File: src/cfg_pkg.sv
// Shared constants and types for the converter control-register bank.
// Function
// - Power-down pin low selects low nibble set, high selects high nibble set.
// - Reset value 03h: pin high shuts everything down, pin low gives full power.
// - Averaging bit of the selected set outputs the mean of both channels.
// - In averaging mode the bus-select bit picks the bus carrying the mean.
// - No averaging, no standby, one channel on: other channel fully off.
// - No averaging, standby set, one channel on: other channel in standby.
// - Standby set with both channel-on bits clear: both channels in standby.
// - No averaging, both channel-on bits set: both channels active, separate data.
// - Averaging with any channel-on bit: both active, averaged output, standby ignored.
// - Format bits 4 and 3 reverse pin order of second and first bus.
// - Interleaved mode: bus-select 0 uses first bus first-led, 1 second bus second-led.
// - Format bit 1 chooses dual buses or one interleaved bus.
// - Sleep pin field: 00 and 10 float, 01 drives low, 11 drives high.
// - Digital-power bit 1 floats the over-range flag driver.
// - Digital-power bit 0 floats the output data strobe driver.
// - Reset loads listed defaults: 03h at 00h, 6Dh at 03h, others zero.
// - Frame is sixteen bits MSB first: read flag, seven-bit address, eight data.
// - Serial pins sampled on rising serial clock only while chip select low.
// - Writing 5Ah to address 0Ah restores every control register default.
// - Reading address 0Ah returns status with bit 0 showing loop lock.
package cfg_pkg;
   localparam int SAMPLE_W = 10;
   localparam int SET_W    = 4;
   localparam logic [6:0] ADDR_PWR    = 7'h00;
   localparam logic [6:0] ADDR_FMT    = 7'h01;
   localparam logic [6:0] ADDR_DOP    = 7'h02;
   localparam logic [6:0] ADDR_TIM    = 7'h03;
   localparam logic [6:0] ADDR_TERM_A = 7'h04;
   localparam logic [6:0] ADDR_TERM_B = 7'h05;
   localparam logic [6:0] ADDR_DIV    = 7'h06;
   localparam logic [6:0] ADDR_CML    = 7'h08;
   localparam logic [6:0] ADDR_SOFT   = 7'h0A;
   localparam logic [7:0] RST_PWR     = 8'h03;
   localparam logic [7:0] RST_TIM     = 8'h6D;
   localparam logic [7:0] RST_ZERO    = 8'h00;
   localparam logic [7:0] SOFT_KEY    = 8'h5A;
   localparam logic [7:0] STATUS_BASE = 8'h14;
   localparam int STATUS_LOCK = 0;
   localparam int SET_AVG     = 3;
   localparam int SET_STBY    = 2;
   localparam int SET_SECOND  = 1;
   localparam int SET_FIRST   = 0;
   localparam int FMT_REV_B   = 4;
   localparam int FMT_REV_A   = 3;
   localparam int FMT_BUS_SEL = 2;
   localparam int FMT_MUX     = 1;
   localparam int DOP_HI      = 3;
   localparam int DOP_LO      = 2;
   localparam int DOP_RANGE   = 1;
   localparam int DOP_STROBE  = 0;
   localparam logic [2:0] LAST_BIT = 3'h7;
   typedef enum logic [1:0] {
      CH_OFF     = 2'b00,
      CH_STANDBY = 2'b01,
      CH_ACTIVE  = 2'b10
   } chanPower_t;
   typedef enum logic [1:0] {
      SER_CMD   = 2'b00,
      SER_WDATA = 2'b01,
      SER_RDATA = 2'b10,
      SER_DONE  = 2'b11
   } serState_t;
   typedef struct packed {
      logic       valid;
      logic [6:0] addr;
      logic [7:0] data;
   } regWrite_t;
   typedef struct packed {
      chanPower_t first;
      chanPower_t second;
      logic       avg;
   } powerState_t;
endpackage

File: src/adc_power_output_config_regs.sv
// Control registers, power-state decode and output-bus steering.
`timescale 1ns/1ps
`default_nettype none
module adc_power_output_config_regs
   import cfg_pkg::*;
(
   input  wire logic                sys_clk,
   input  wire logic                rst_n,
   input  wire logic                sclk,
   input  wire logic                csN,
   input  wire logic                sdioIn,
   output logic                     sdioOut,
   output logic                     sdioOeN,
   input  wire logic                powerDownPin,
   input  wire logic                dllLocked,
   input  wire logic [SAMPLE_W-1:0] firstSample,
   input  wire logic [SAMPLE_W-1:0] secondSample,
   input  wire logic                sampleValid,
   input  wire logic                overRange,
   output powerState_t              powerState,
   output logic [SAMPLE_W-1:0]      firstBus,
   output logic                     firstBusOeN,
   output logic [SAMPLE_W-1:0]      secondBus,
   output logic                     secondBusOeN,
   output logic                     strobeOut,
   output logic                     strobeOeN,
   output logic                     rangeFlagOut,
   output logic                     rangeFlagOeN,
   output logic [7:0]               outputTiming,
   output logic [7:0]               firstTerm,
   output logic [7:0]               secondTerm,
   output logic [7:0]               divideFormat,
   output logic [7:0]               commonLevel
);
   typedef struct packed {
      logic [7:0]          pwr;
      logic [7:0]          fmt;
      logic [7:0]          dop;
      logic [7:0]          tim;
      logic [7:0]          termA;
      logic [7:0]          termB;
      logic [7:0]          div;
      logic [7:0]          cml;
      powerState_t         pst;
      logic [SAMPLE_W-1:0] busA;
      logic                busAOeN;
      logic [SAMPLE_W-1:0] busB;
      logic                busBOeN;
      logic                strobe;
      logic                strobeOeN;
      logic                range;
      logic                rangeOeN;
      logic                pend;
      logic [SAMPLE_W-1:0] trail;
   } state_t;

   state_t q, d;
   regWrite_t wrReq;
   logic [6:0] rdAddr;
   logic [7:0] rdData;

   serial_port u_serial (
      .sys_clk (sys_clk),
      .rst_n   (rst_n),
      .sclk    (sclk),
      .csN     (csN),
      .sdioIn  (sdioIn),
      .sdioOut (sdioOut),
      .sdioOeN (sdioOeN),
      .rdAddr  (rdAddr),
      .rdData  (rdData),
      .wrReq   (wrReq)
   );

   // Reverses pin order of one bus word.
   function automatic logic [SAMPLE_W-1:0] flip(
      input logic [SAMPLE_W-1:0] v
   );
      logic [SAMPLE_W-1:0] r;
      r = '0;
      for (int i = 0; i < SAMPLE_W; i++) begin
         r[i] = v[SAMPLE_W-1-i];
      end
      return r;
   endfunction

   // Maps one four-bit state set onto both channels.
   function automatic powerState_t decode(input logic [SET_W-1:0] s);
      powerState_t p;
      logic anyOn;
      anyOn = s[SET_FIRST] | s[SET_SECOND];
      p.avg = 1'b0;
      p.first = CH_OFF;
      p.second = CH_OFF;
      if (s[SET_AVG] && anyOn) begin
         p.avg = 1'b1;
         p.first = CH_ACTIVE;
         p.second = CH_ACTIVE;
      end else if (!anyOn) begin
         if (s[SET_STBY]) begin
            p.first = CH_STANDBY;
            p.second = CH_STANDBY;
         end else begin
            p.first = CH_OFF;
            p.second = CH_OFF;
         end
      end else if (s[SET_FIRST] && s[SET_SECOND]) begin
         p.first = CH_ACTIVE;
         p.second = CH_ACTIVE;
      end else if (s[SET_STBY]) begin
         p.first = s[SET_FIRST] ? CH_ACTIVE : CH_STANDBY;
         p.second = s[SET_SECOND] ? CH_ACTIVE : CH_STANDBY;
      end else begin
         p.first = s[SET_FIRST] ? CH_ACTIVE : CH_OFF;
         p.second = s[SET_SECOND] ? CH_ACTIVE : CH_OFF;
      end
      return p;
   endfunction

   // Register read decode; every unmapped address, including 07h and 09h, reads as zero.
   always_comb begin
      if (rdAddr == ADDR_PWR) begin
         rdData = q.pwr;
      end else if (rdAddr == ADDR_FMT) begin
         rdData = q.fmt;
      end else if (rdAddr == ADDR_DOP) begin
         rdData = q.dop;
      end else if (rdAddr == ADDR_TIM) begin
         rdData = q.tim;
      end else if (rdAddr == ADDR_TERM_A) begin
         rdData = q.termA;
      end else if (rdAddr == ADDR_TERM_B) begin
         rdData = q.termB;
      end else if (rdAddr == ADDR_DIV) begin
         rdData = q.div;
      end else if (rdAddr == ADDR_CML) begin
         rdData = q.cml;
      end else if (rdAddr == ADDR_SOFT) begin
         rdData = STATUS_BASE;
         rdData[STATUS_LOCK] = dllLocked;
      end else begin
         rdData = RST_ZERO;
      end
   end

   logic [SET_W-1:0]    setSel;
   logic [SAMPLE_W:0]   sum;
   logic [SAMPLE_W-1:0] mean;
   logic [SAMPLE_W-1:0] sleepVal;
   logic                sleepOeN;
   logic                oneBus;
   logic                busSel;
   logic                showA;
   logic                showB;
   logic [SAMPLE_W-1:0] leadVal;
   logic [SAMPLE_W-1:0] trailVal;

   always_comb begin
      d = q;
      setSel = powerDownPin ? q.pwr[2*SET_W-1:SET_W]
                            : q.pwr[SET_W-1:0];
      sum = {1'b0, firstSample} + {1'b0, secondSample};
      mean = sum[SAMPLE_W:1];
      sleepVal = {SAMPLE_W{q.dop[DOP_HI] & q.dop[DOP_LO]}};
      sleepOeN = ~q.dop[DOP_LO];
      busSel = q.fmt[FMT_BUS_SEL];
      oneBus = q.pst.avg | q.fmt[FMT_MUX];
      leadVal = busSel ? secondSample : firstSample;
      trailVal = busSel ? firstSample : secondSample;
      if (oneBus) begin
         showA = ~busSel;
         showB = busSel;
      end else begin
         showA = (q.pst.first == CH_ACTIVE);
         showB = (q.pst.second == CH_ACTIVE);
      end

      // Register writes; a soft reset reloads the defaults of the eight control registers only.
      if (wrReq.valid) begin
         if (wrReq.addr == ADDR_PWR) begin
            d.pwr = wrReq.data;
         end else if (wrReq.addr == ADDR_FMT) begin
            d.fmt = wrReq.data;
         end else if (wrReq.addr == ADDR_DOP) begin
            d.dop = wrReq.data;
         end else if (wrReq.addr == ADDR_TIM) begin
            d.tim = wrReq.data;
         end else if (wrReq.addr == ADDR_TERM_A) begin
            d.termA = wrReq.data;
         end else if (wrReq.addr == ADDR_TERM_B) begin
            d.termB = wrReq.data;
         end else if (wrReq.addr == ADDR_DIV) begin
            d.div = wrReq.data;
         end else if (wrReq.addr == ADDR_CML) begin
            d.cml = wrReq.data;
         end else if (wrReq.addr == ADDR_SOFT
                      && wrReq.data == SOFT_KEY) begin
            d.pwr = RST_PWR;
            d.fmt = RST_ZERO;
            d.dop = RST_ZERO;
            d.tim = RST_TIM;
            d.termA = RST_ZERO;
            d.termB = RST_ZERO;
            d.div = RST_ZERO;
            d.cml = RST_ZERO;
         end
      end

      // Power state follows the pin with one cycle of latency.
      d.pst = decode(setSel);

      d.strobe = 1'b0;
      d.strobeOeN = q.dop[DOP_STROBE];
      d.rangeOeN = q.dop[DOP_RANGE];
      d.busAOeN = showA ? 1'b0 : sleepOeN;
      d.busBOeN = showB ? 1'b0 : sleepOeN;
      if (!showA) begin
         d.busA = sleepVal;
      end
      if (!showB) begin
         d.busB = sleepVal;
      end

      if (sampleValid && (showA || showB)) begin
         d.strobe = 1'b1;
         d.range = overRange;
         d.pend = 1'b0;
         if (q.pst.avg) begin
            // The mean goes out on whichever bus was chosen.
            if (showA) begin
               d.busA = q.fmt[FMT_REV_A] ? flip(mean) : mean;
            end
            if (showB) begin
               d.busB = q.fmt[FMT_REV_B] ? flip(mean) : mean;
            end
         end else if (q.fmt[FMT_MUX]) begin
            // Interleaving needs two cycles per sample pair.
            d.pend = 1'b1;
            d.trail = trailVal;
            if (showA) begin
               d.busA = q.fmt[FMT_REV_A] ? flip(leadVal) : leadVal;
            end
            if (showB) begin
               d.busB = q.fmt[FMT_REV_B] ? flip(leadVal) : leadVal;
            end
         end else begin
            if (showA) begin
               d.busA = q.fmt[FMT_REV_A]
                        ? flip(firstSample) : firstSample;
            end
            if (showB) begin
               d.busB = q.fmt[FMT_REV_B]
                        ? flip(secondSample) : secondSample;
            end
         end
      end else if (q.pend) begin
         d.pend = 1'b0;
         d.strobe = 1'b1;
         if (showA) begin
            d.busA = q.fmt[FMT_REV_A] ? flip(q.trail) : q.trail;
         end
         if (showB) begin
            d.busB = q.fmt[FMT_REV_B] ? flip(q.trail) : q.trail;
         end
      end
   end

   always_ff @(posedge sys_clk or negedge rst_n) begin
      if (!rst_n) begin
         q <= '{pwr: RST_PWR, fmt: RST_ZERO, dop: RST_ZERO,
                tim: RST_TIM, termA: RST_ZERO, termB: RST_ZERO,
                div: RST_ZERO, cml: RST_ZERO,
                pst: '{first: CH_ACTIVE, second: CH_ACTIVE,
                       avg: 1'b0},
                busA: '0, busAOeN: 1'b1, busB: '0, busBOeN: 1'b1,
                strobe: 1'b0, strobeOeN: 1'b1, range: 1'b0,
                rangeOeN: 1'b1, pend: 1'b0, trail: '0};
      end else begin
         q <= d;
      end
   end

   assign powerState = q.pst;
   assign firstBus = q.busA;
   assign firstBusOeN = q.busAOeN;
   assign secondBus = q.busB;
   assign secondBusOeN = q.busBOeN;
   assign strobeOut = q.strobe;
   assign strobeOeN = q.strobeOeN;
   assign rangeFlagOut = q.range;
   assign rangeFlagOeN = q.rangeOeN;
   assign outputTiming = q.tim;
   assign firstTerm = q.termA;
   assign secondTerm = q.termB;
   assign divideFormat = q.div;
   assign commonLevel = q.cml;
endmodule // adc_power_output_config_regs
`default_nettype wire

File: src/serial_port.sv
// Three-wire serial slave that turns frames into register accesses.
`timescale 1ns/1ps
`default_nettype none
module serial_port
   import cfg_pkg::*;
(
   input  wire logic       sys_clk,
   input  wire logic       rst_n,
   input  wire logic       sclk,
   input  wire logic       csN,
   input  wire logic       sdioIn,
   output logic            sdioOut,
   output logic            sdioOeN,
   output logic [6:0]      rdAddr,
   input  wire logic [7:0] rdData,
   output regWrite_t       wrReq
);
   typedef struct packed {
      logic       prevSclk;
      serState_t  state;
      logic [2:0] cnt;
      logic [7:0] ctrl;
      logic [7:0] data;
      logic [7:0] rdShift;
      logic       sdo;
      logic       oeN;
      regWrite_t  wr;
   } ser_t;
   ser_t q, d;
   logic rise, fall;
   assign rise = sclk & ~q.prevSclk;
   assign fall = ~sclk & q.prevSclk;
   assign rdAddr = {q.ctrl[5:0], sdioIn};
   always_comb begin
      d = q;
      d.prevSclk = sclk;
      d.wr.valid = 1'b0;
      if (csN) begin
         d.state = SER_CMD;
         d.cnt = '0;
         d.oeN = 1'b1;
      end else begin
         case (q.state)
            SER_CMD: begin
               if (rise) begin
                  d.ctrl = {q.ctrl[6:0], sdioIn};
                  d.cnt = q.cnt + 3'h1;
                  if (q.cnt == LAST_BIT) begin
                     d.rdShift = rdData;
                     d.state = q.ctrl[6] ? SER_RDATA : SER_WDATA;
                  end
               end
            end
            SER_WDATA: begin
               if (rise) begin
                  d.data = {q.data[6:0], sdioIn};
                  d.cnt = q.cnt + 3'h1;
                  if (q.cnt == LAST_BIT) begin
                     d.wr.valid = 1'b1;
                     d.wr.addr = q.ctrl[6:0];
                     d.wr.data = {q.data[6:0], sdioIn};
                     d.state = SER_DONE;
                  end
               end
            end
            SER_RDATA: begin
               if (fall) begin
                  d.sdo = q.rdShift[7];
                  d.rdShift = {q.rdShift[6:0], 1'b0};
                  d.oeN = 1'b0;
               end
               if (rise) begin
                  d.cnt = q.cnt + 3'h1;
                  if (q.cnt == LAST_BIT) begin
                     d.state = SER_DONE;
                  end
               end
            end
            SER_DONE: begin
               d.state = SER_DONE;
            end
            default: d.state = SER_CMD;
         endcase
      end
   end
   always_ff @(posedge sys_clk or negedge rst_n) begin
      if (!rst_n) begin
         q <= '{prevSclk: 1'b0, state: SER_CMD, cnt: 3'h0,
                ctrl: 8'h00, data: 8'h00, rdShift: 8'h00,
                sdo: 1'b0, oeN: 1'b1,
                wr: '{valid: 1'b0, addr: 7'h00, data: 8'h00}};
      end else begin
         q <= d;
      end
   end
   assign sdioOut = q.sdo;
   assign sdioOeN = q.oeN;
   assign wrReq = q.wr;
endmodule // serial_port
`default_nettype wire

File: config.mk
export PLATFORM = sky130hd
export DESIGN_NAME = adc_power_output_config_regs
export DESIGN_NICKNAME = d
export VERILOG_FILES = /design/src/cfg_pkg.sv /design/src/adc_power_output_config_regs.sv /design/src/serial_port.sv
export SDC_FILE = /design/constraint.sdc
export NUM_CORES = 1
export LEC_CHECK = 0
export ABC_AREA = 1
export BUFFER_PORTS_ARGS = -buffer_cell sky130_fd_sc_hd__buf_2
export CELL_PAD_IN_SITES_DETAIL_PLACEMENT = 0
export CELL_PAD_IN_SITES_GLOBAL_PLACEMENT = 1
export CORE_UTILIZATION = 44
export DETAILED_ROUTE_END_ITERATION = 8
export PLACE_DENSITY = 0.8
export SLEW_MARGIN = 30
export SYNTH_ARGS = -nofsm -noshare
export SYNTH_HDL_FRONTEND = slang
export SYNTH_SLANG_ARGS = --single-unit
File: constraint.sdc
create_clock -name sys_clk -period 2.6 [get_ports sys_clk]
set_clock_uncertainty 0.2 [all_clocks]
set_input_delay 0.26 -clock sys_clk [delete_from_list [all_inputs] [get_ports sys_clk]]
set_output_delay 0.26 -clock sys_clk [all_outputs]
set_load 0.01 [all_outputs]
# Yosys cells after proc, flatten, opt, wreduce, memory -nomap -nowiden
# Index checks and enable logic that the tools add are counted.
# W data, S select, Z words.
[totals]
ff_bits = 153
latchBits = 0
mem_bits_rw = 0
rom_bits = 0
inputBits = 29
out_inout_bits = 73
word_cells = 245
mem_count = 0
[op_classes]
addsub = 2
multipliers = 0
div_mod_pow = 0
n_lt_le_gt_ge = 0
n_eq_ne = 63
shift = 0
muxes = 97
bitwise = 18
reduce_logical = 33
[ops]
columns = ["op", "n"]
rows = [
  ["$mux W10", 29],
  ["$mux W40", 7],
  ["$mux W8", 19],
  ["$mux W16", 5],
  ["$reduce_and A9 Y1", 8],
  ["$mux W64", 1],
  ["$mux W56", 1],
  ["$mux W48", 1],
  ["$eq A7 B3 Y1 const B", 6],
  ["$mux W32", 1],
  ["$eq A7 B2 Y1 const B", 4],
  ["$eq A7 B4 Y1 const B", 4],
  ["$ne A7 B7 Y1 const B", 4],
  ["$ne A2 B2 Y1 const B", 13],
  ["$mux W24", 1],
  ["$ne A6 B6 Y1 const B", 4],
  ["$mux W11", 2],
  ["$mux W4", 5],
  ["$ne A5 B5 Y1 const B", 4],
  ["$ne A4 B4 Y1 const B", 4],
  ["$pmux W8 S2", 1],
  ["$mux W5", 3],
  ["$reduce_and A3 Y1", 5],
  ["$eq A7 B1 Y1 const B", 2],
  ["29 further kinds", 79],
]

# Longest topological paths before layout
[logic_depth]
depth_word = 17
mapped_depth = 13
ltp_nobuf = 13

# Hierarchy
# From an unflattened synthesis, not the netlist that was laid out.
[unflattened]
cells_unflattened = 1307
hier_area_um2 = 9758.1
[modules_own_cells]
columns = ["module", "instances", "cells_per_inst", "area_per_inst_um2"]
rows = [
  ["adc_power_output_config_regs", 1, 1051, 7524.7],
  ["serial_port", 1, 256, 2233.4],
]

# Worst setup path before layout
# Ideal clock, no wire load.
[synth_timing]
path_type = "flip-flop to flip-flop"
startpoint = "reg u_serial.q[45] (netlist bit)"
endpoint = "reg u_serial.q[22] (netlist bit)"
setup_ps = 117
arrival_ps = 1622
required_time_ps = 2283
slack_ps = 662
stages_incl_launch_ff = 13
path_buffers = 1
period_less_slack_ps = 1938
cell_sequence = "dfrtp_1 inv_1 ha_1 inv_1 nor2_1 nand2_1 nand2_1 nand2_1 clkbuf_1 nand2_1 o21ai_0 inv_1 nand2_1"
[synth_via]
elab_chain_len = 3
word_cells_on_any_way = 8
cone_classes = "4 x eq/ne; 1 x mux; 3 x reduce/logical"
[synth_rtl]
columns = ["element", "line_no", "rtl"]
rows = [
  ["start, declared", "serial_port.sv:29", "ser_t q, d;"],
  ["start signal, assigned", "serial_port.sv:88", "q <= '{prevSclk: 1'b0, state: SER_CMD, cnt: 3'h0,"],
  ["$eq A2 B2 Y1 or $logic_not A2 Y1 (tied branches)", "serial_port.sv:43", "case (q.state)"],
  ["$ne A2 B1 Y1 (no source line) or $reduce_bool A2 Y1 (tied branches)", "n/a", ""],
  ["$reduce_and A5 Y1 (no source line)", "n/a", ""],
]
# Several ways; a longest one is shown, not always the timed one.
# A chain may end at the register's enable or synchronous reset.

==> impl_summary.md <==
STA
In the post-route analysis, the smallest setup slack over all paths is 0.1418 ns. In this run the tightest slew margin relative to its limit is 46.44%. The highest achievable clock rate is between 0.4 and 0.5 GHz. The shortest clock period the worst path allows after layout is 2.458 ns. Setup repair after global routing left no endpoint under its margin.

The max-slew violation count came to 0. Of the available clock period, the critical path in the final layout requires 94.55%. The setup TNS after final layout is 0 ns. The worst-margin pin slew is approximately 0.80 ns. Setup violations remaining at the end of the flow were counted as 0.

The number of hold-slack violations in the final timing report is 0.

Critical path
The worst setup path is of the input port to register kind. The worst setup path is captured at a register. Traced cell by cell, the critical path runs through dlygate4sd3_1 > buf_2 > nand2_1 > fa_1 > inv_1 > nand3_1 > nand2_1 > a21oi_1 > xor2_1 > nand2_1 > nand3_1 > a21oi_1. The worst setup path is launched from an input port.

The capture point of the critical path is firstBus[4]. The setup check on the worst reg-to-reg path leaves a slack of 0.32 ns. For this design, the slowest cell found on the critical path is sky130_fd_sc_hd__dlygate4sd3_1. The critical path's top delay family is buffers and inverters.

Counting cells, the worst reg-to-reg path comes to 8. The endpoint of the most critical register-to-register path is q[0]. The critical path buffer and inverter count is 3. The critical path runs through a total of 12 cells.

Tracing the worst setup path back leads to its startpoint at firstSample[0]. For this run, the slowest stage of the critical path takes 0.52 ns. Data on the critical path arrives at its endpoint at 2.56 ns. The dominant cell type by count on the critical path is sky130_fd_sc_hd__nand2_1. The reg-to-reg startpoint is q[91].

The maximum fanout encountered on the critical timing path is 4. For the worst setup path, the data required time is 2.70 ns.

Power and ir drop
The clock network accounts for 37.2% of the total power. Power spread over the standard cell area amounts to between 600 and 700 mW/mm^2. The worst-case IR drop observed on VDD is 0.0004645 V. The sequential power share is 41.7%. The internal power of the cells totals 4387 uW. Net switching is 32.59% of the power. The switching power of the nets is 2121 uW.

The leakage power total is 0.005167 uW. The logic gate share of total power is approximately a fifth.

Place
The global placer's final weighted congestion is 0.9213. Before CTS, the worst setup slack after placement is 0.2937 ns. Once placement finished, the instance area stood at 0.009854 mm^2. Summed over all nets, the half-perimeter wirelength after detailed placement is 21,950 um. The number of buffer cells added on primary ports is 101.

Global routing
The global-route wire length before repair is roughly 45,000 um. The number of antenna violations at the first check in global routing came to 0. Entering global routing, the biggest net connects 54 pins.

The number of global-route vias before repair is approximately 8,300. After global routing the overflow that remains totals 0. The overall track demand over capacity in global routing is 27.56%.

Floorplanning
After floorplanning, the core was sized to cover 0.02056 mm^2. The die boundary height is 147.9 um. The die width is between 100 and 150 um. After floorplanning, the core was divided into 52 placement rows. The area of the die is 0.02187 mm^2. The initial core utilization is a little under half.

The top-level I/O count is between 100 and 150.

Yosys
The netlist uses 50 different library cells. The post-synthesis async set-or-reset flop share is between 90% and 100%. The mean instance size in the synthesized netlist is 7.443 um^2.

Synthesis produced a netlist with a net count of 1,303. The yosys synthesis warning count is 0. The number of standard cells after synthesis is 1,258. The synthesized design contains 0 enable-type register cells. The synthesized netlist occupies a cell area of 0.009363 mm^2. Among all flip-flop cells after synthesis, the most frequent one is sky130_fd_sc_hd__dfrtp_1.

The sequential element share of the synthesized area is between 40% and 50%. Synthesis inferred ~150 register bits.

Cells and area
For this run, the post-layout net count is ~1,400. The antenna diode instance count is 0. After routing the design area is 0.01057 mm^2. In the layout the commonest cells are 310 x sky130_fd_sc_hd__nand2_1, 139 x sky130_fd_sc_hd__o21ai_0, 138 x sky130_fd_sc_hd__dfrtp_1.

The share of cells above drive strength 1 is between 10% and 20%. The leading cell type in the layout, fill and taps excluded is sky130_fd_sc_hd__nand2_1. The area growth from synthesis to layout is 12.91%.

Clocking
In this run, CTS created clock tree buffers numbering 17. For this design, the sink count on the clock tree is 152. The maximum level of the CTS H-tree is 4. The clock slew at the register clock pins of the worst setup and hold paths is 0.06 ns. The clock root buffer master is sky130_fd_sc_hd__clkbuf_16.

The later pin in the worst-skew pair is clocked with a latency of approximately 0.43 ns. The number of instances resized during post-cts repair is 0. TritonCTS built the clock tree. The number of buffers between clock root and the deepest sink is 2.

Route
In the detailed route, the total length drawn on met3 is 1576 um. In the final routed layout, each cell accounts on average for 18.13 um. Signal routing reaches up to met4. The routed design uses 14,580 um of met2 wire. After detailed routing, the number of vias per cell comes to 5.361.

The routed design has 29,150 um of wire. The count of routing violations after the opening detailed-route iteration is 614. In the final routing, the length of wire on met1 measures approximately 12,000 um. The first detailed-routing pass took 5 iterations. The routed layout has 8,620 vias. In this run the remaining antenna-violating nets after routing total 0. After detailed routing, the number of remaining DRC violations is 0.

Hold path
The min-delay analysis places its worst path in the category input port to register.

Outcome
The run finished with clean final reports.

Job
Across the run, the number of max-cap violations was 0.
-- worst min-delay path by stage --
stage                         startpoint  slack [ns]  cells after the start             to
final                       powerDownPin        0.03                      4  powerState[3]
after global routing      firstSample[7]        0.05                      3           q[7]
after CTS                   powerDownPin        0.01                      4  powerState[3]
after detailed placement           rst_n        0.06                      1   secondBus[5]
after global placement             rst_n        0.06                      1   secondBus[5]
after floorplan                    rst_n       -0.24                      0         busSel
-- timing repair --
| item | 4_1_cts | 5_1_grt |
|---|---|---|
| buffers inserted | 0 | 0 |
| endpoints found under the hold margin | 66 | 0 |
| hold buffers | 15 | 0 |
-- area by class of cell --
class                      count  area (um^2)
tap                          270        337.8
clock buffer                  21        450.4
clock inverter                11        116.4
fill                        2080         9988
inverter                     133        509.2
sequential                   152         3821
multi-input combinational    863         4334
timing repair buffer         158         1002
-- synthesized netlist by cell type, types with 8 or more instances --
master	count	area share (%)
sky130_fd_sc_hd__o21ai_0	139	7.4
sky130_fd_sc_hd__ha_1	15	2.0
sky130_fd_sc_hd__nand2_1	310	12
sky130_fd_sc_hd__o21ai_2	10	0.94
sky130_fd_sc_hd__buf_4	71	5.7
sky130_fd_sc_hd__a21oi_1	82	4.4
sky130_fd_sc_hd__a31oi_1	8	0.53
sky130_fd_sc_hd__o221ai_1	9	0.84
sky130_fd_sc_hd__o22ai_1	10	0.67
sky130_fd_sc_hd__inv_1	122	4.9
sky130_fd_sc_hd__nand3_1	66	3.5
sky130_fd_sc_hd__inv_2	8	0.32
sky130_fd_sc_hd__dfstp_2	14	3.9
sky130_fd_sc_hd__o211ai_2	9	1.2
sky130_fd_sc_hd__nor3_1	12	0.64
sky130_fd_sc_hd__dfrtp_1	138	37
sky130_fd_sc_hd__buf_2	9	0.48
sky130_fd_sc_hd__nand4_1	19	1.3
sky130_fd_sc_hd__nor2_1	107	4.3
sky130_fd_sc_hd__o211ai_1	14	1.1
sky130_fd_sc_hd__clkbuf_1	27	1.1
-- kinds of logic (layout without fill, tap and decap cells) --
| kind of cell | after synthesis | after routing | share of synthesized area (%) |
|---|---|---|---|
| AOI/OAI and AO/OA | 306 | 306 | 19.35 |
| xor gates and xnor gates | 4 | 4 | 0.3742 |
| adders and majority gates | 16 | 16 | 2.218 |
| buffers and inverters | 243 | 323 | 12.90 |
| DFF | 152 | 152 | 40.81 |
| muxes | 1 | 1 | 0.1203 |
| and+or+nand+nor | 536 | 536 | 24.23 |
-- worst register-to-register path: stages, from the launching register on --
cell and delay (ns):
sky130_fd_sc_hd__dfrtp_1 0.42, sky130_fd_sc_hd__inv_6 0.13, sky130_fd_sc_hd__nand2_8 0.08, sky130_fd_sc_hd__a21oi_4 0.19, sky130_fd_sc_hd__o21ai_4 0.08, sky130_fd_sc_hd__nor3_4 0.61, sky130_fd_sc_hd__buf_4 0.32, sky130_fd_sc_hd__o211ai_1 0.10
sky130_fd_sc_hd__o21ai_1 0.08
-- sequential cells by signal, indices dropped and copies added (netlist names), 2 cells and up --
register,cells
q,32
u_serial.q,22
u_serial.wrReq,16
firstBus,10
secondBus,10
commonLevel,8
divideFormat,8
firstTerm,8
outputTiming,8
secondTerm,8
u_serial.rdAddr,6
powerState,5
d,2
-- per-layer routing --
layer  track usage (%)  vias up
li1                  -     4228
met1             33.70     4025
met2             47.90      305
met3             3.765       62
met4             13.14        0
met5                 0        -
-- power groups by stage --
| stage | Clock, uW | Sequential (uW) | Combinational (uW) |
|---|---|---|---|
| 2_1_floorplan | 0 | 2730 | 897 |
| 3_3_place_gp | 0 | 2760 | 1350 |
| 3_5_place_dp | 0 | 2760 | 1350 |
| 4_1_cts | 2480 | 2720 | 1380 |
| 5_1_grt | 2560 | 2740 | 1560 |
| 6_report | 2420 | 2720 | 1370 |
-- stage by stage --
step	total power [uW]	instances	utilization [%]	hold WS, ns
detailed placement	4112	1561	47.93	0.06472
CTS	6571	1608	51.42	0.01495
finish	6509	1608	51.42	0.02963
floorplan	3625	1258	-	-0.2356
global route	6863	1608	51.42	0.04846
global placement	4107	1561	47.93	0.06410
Power figures use the tool's default switching activity.
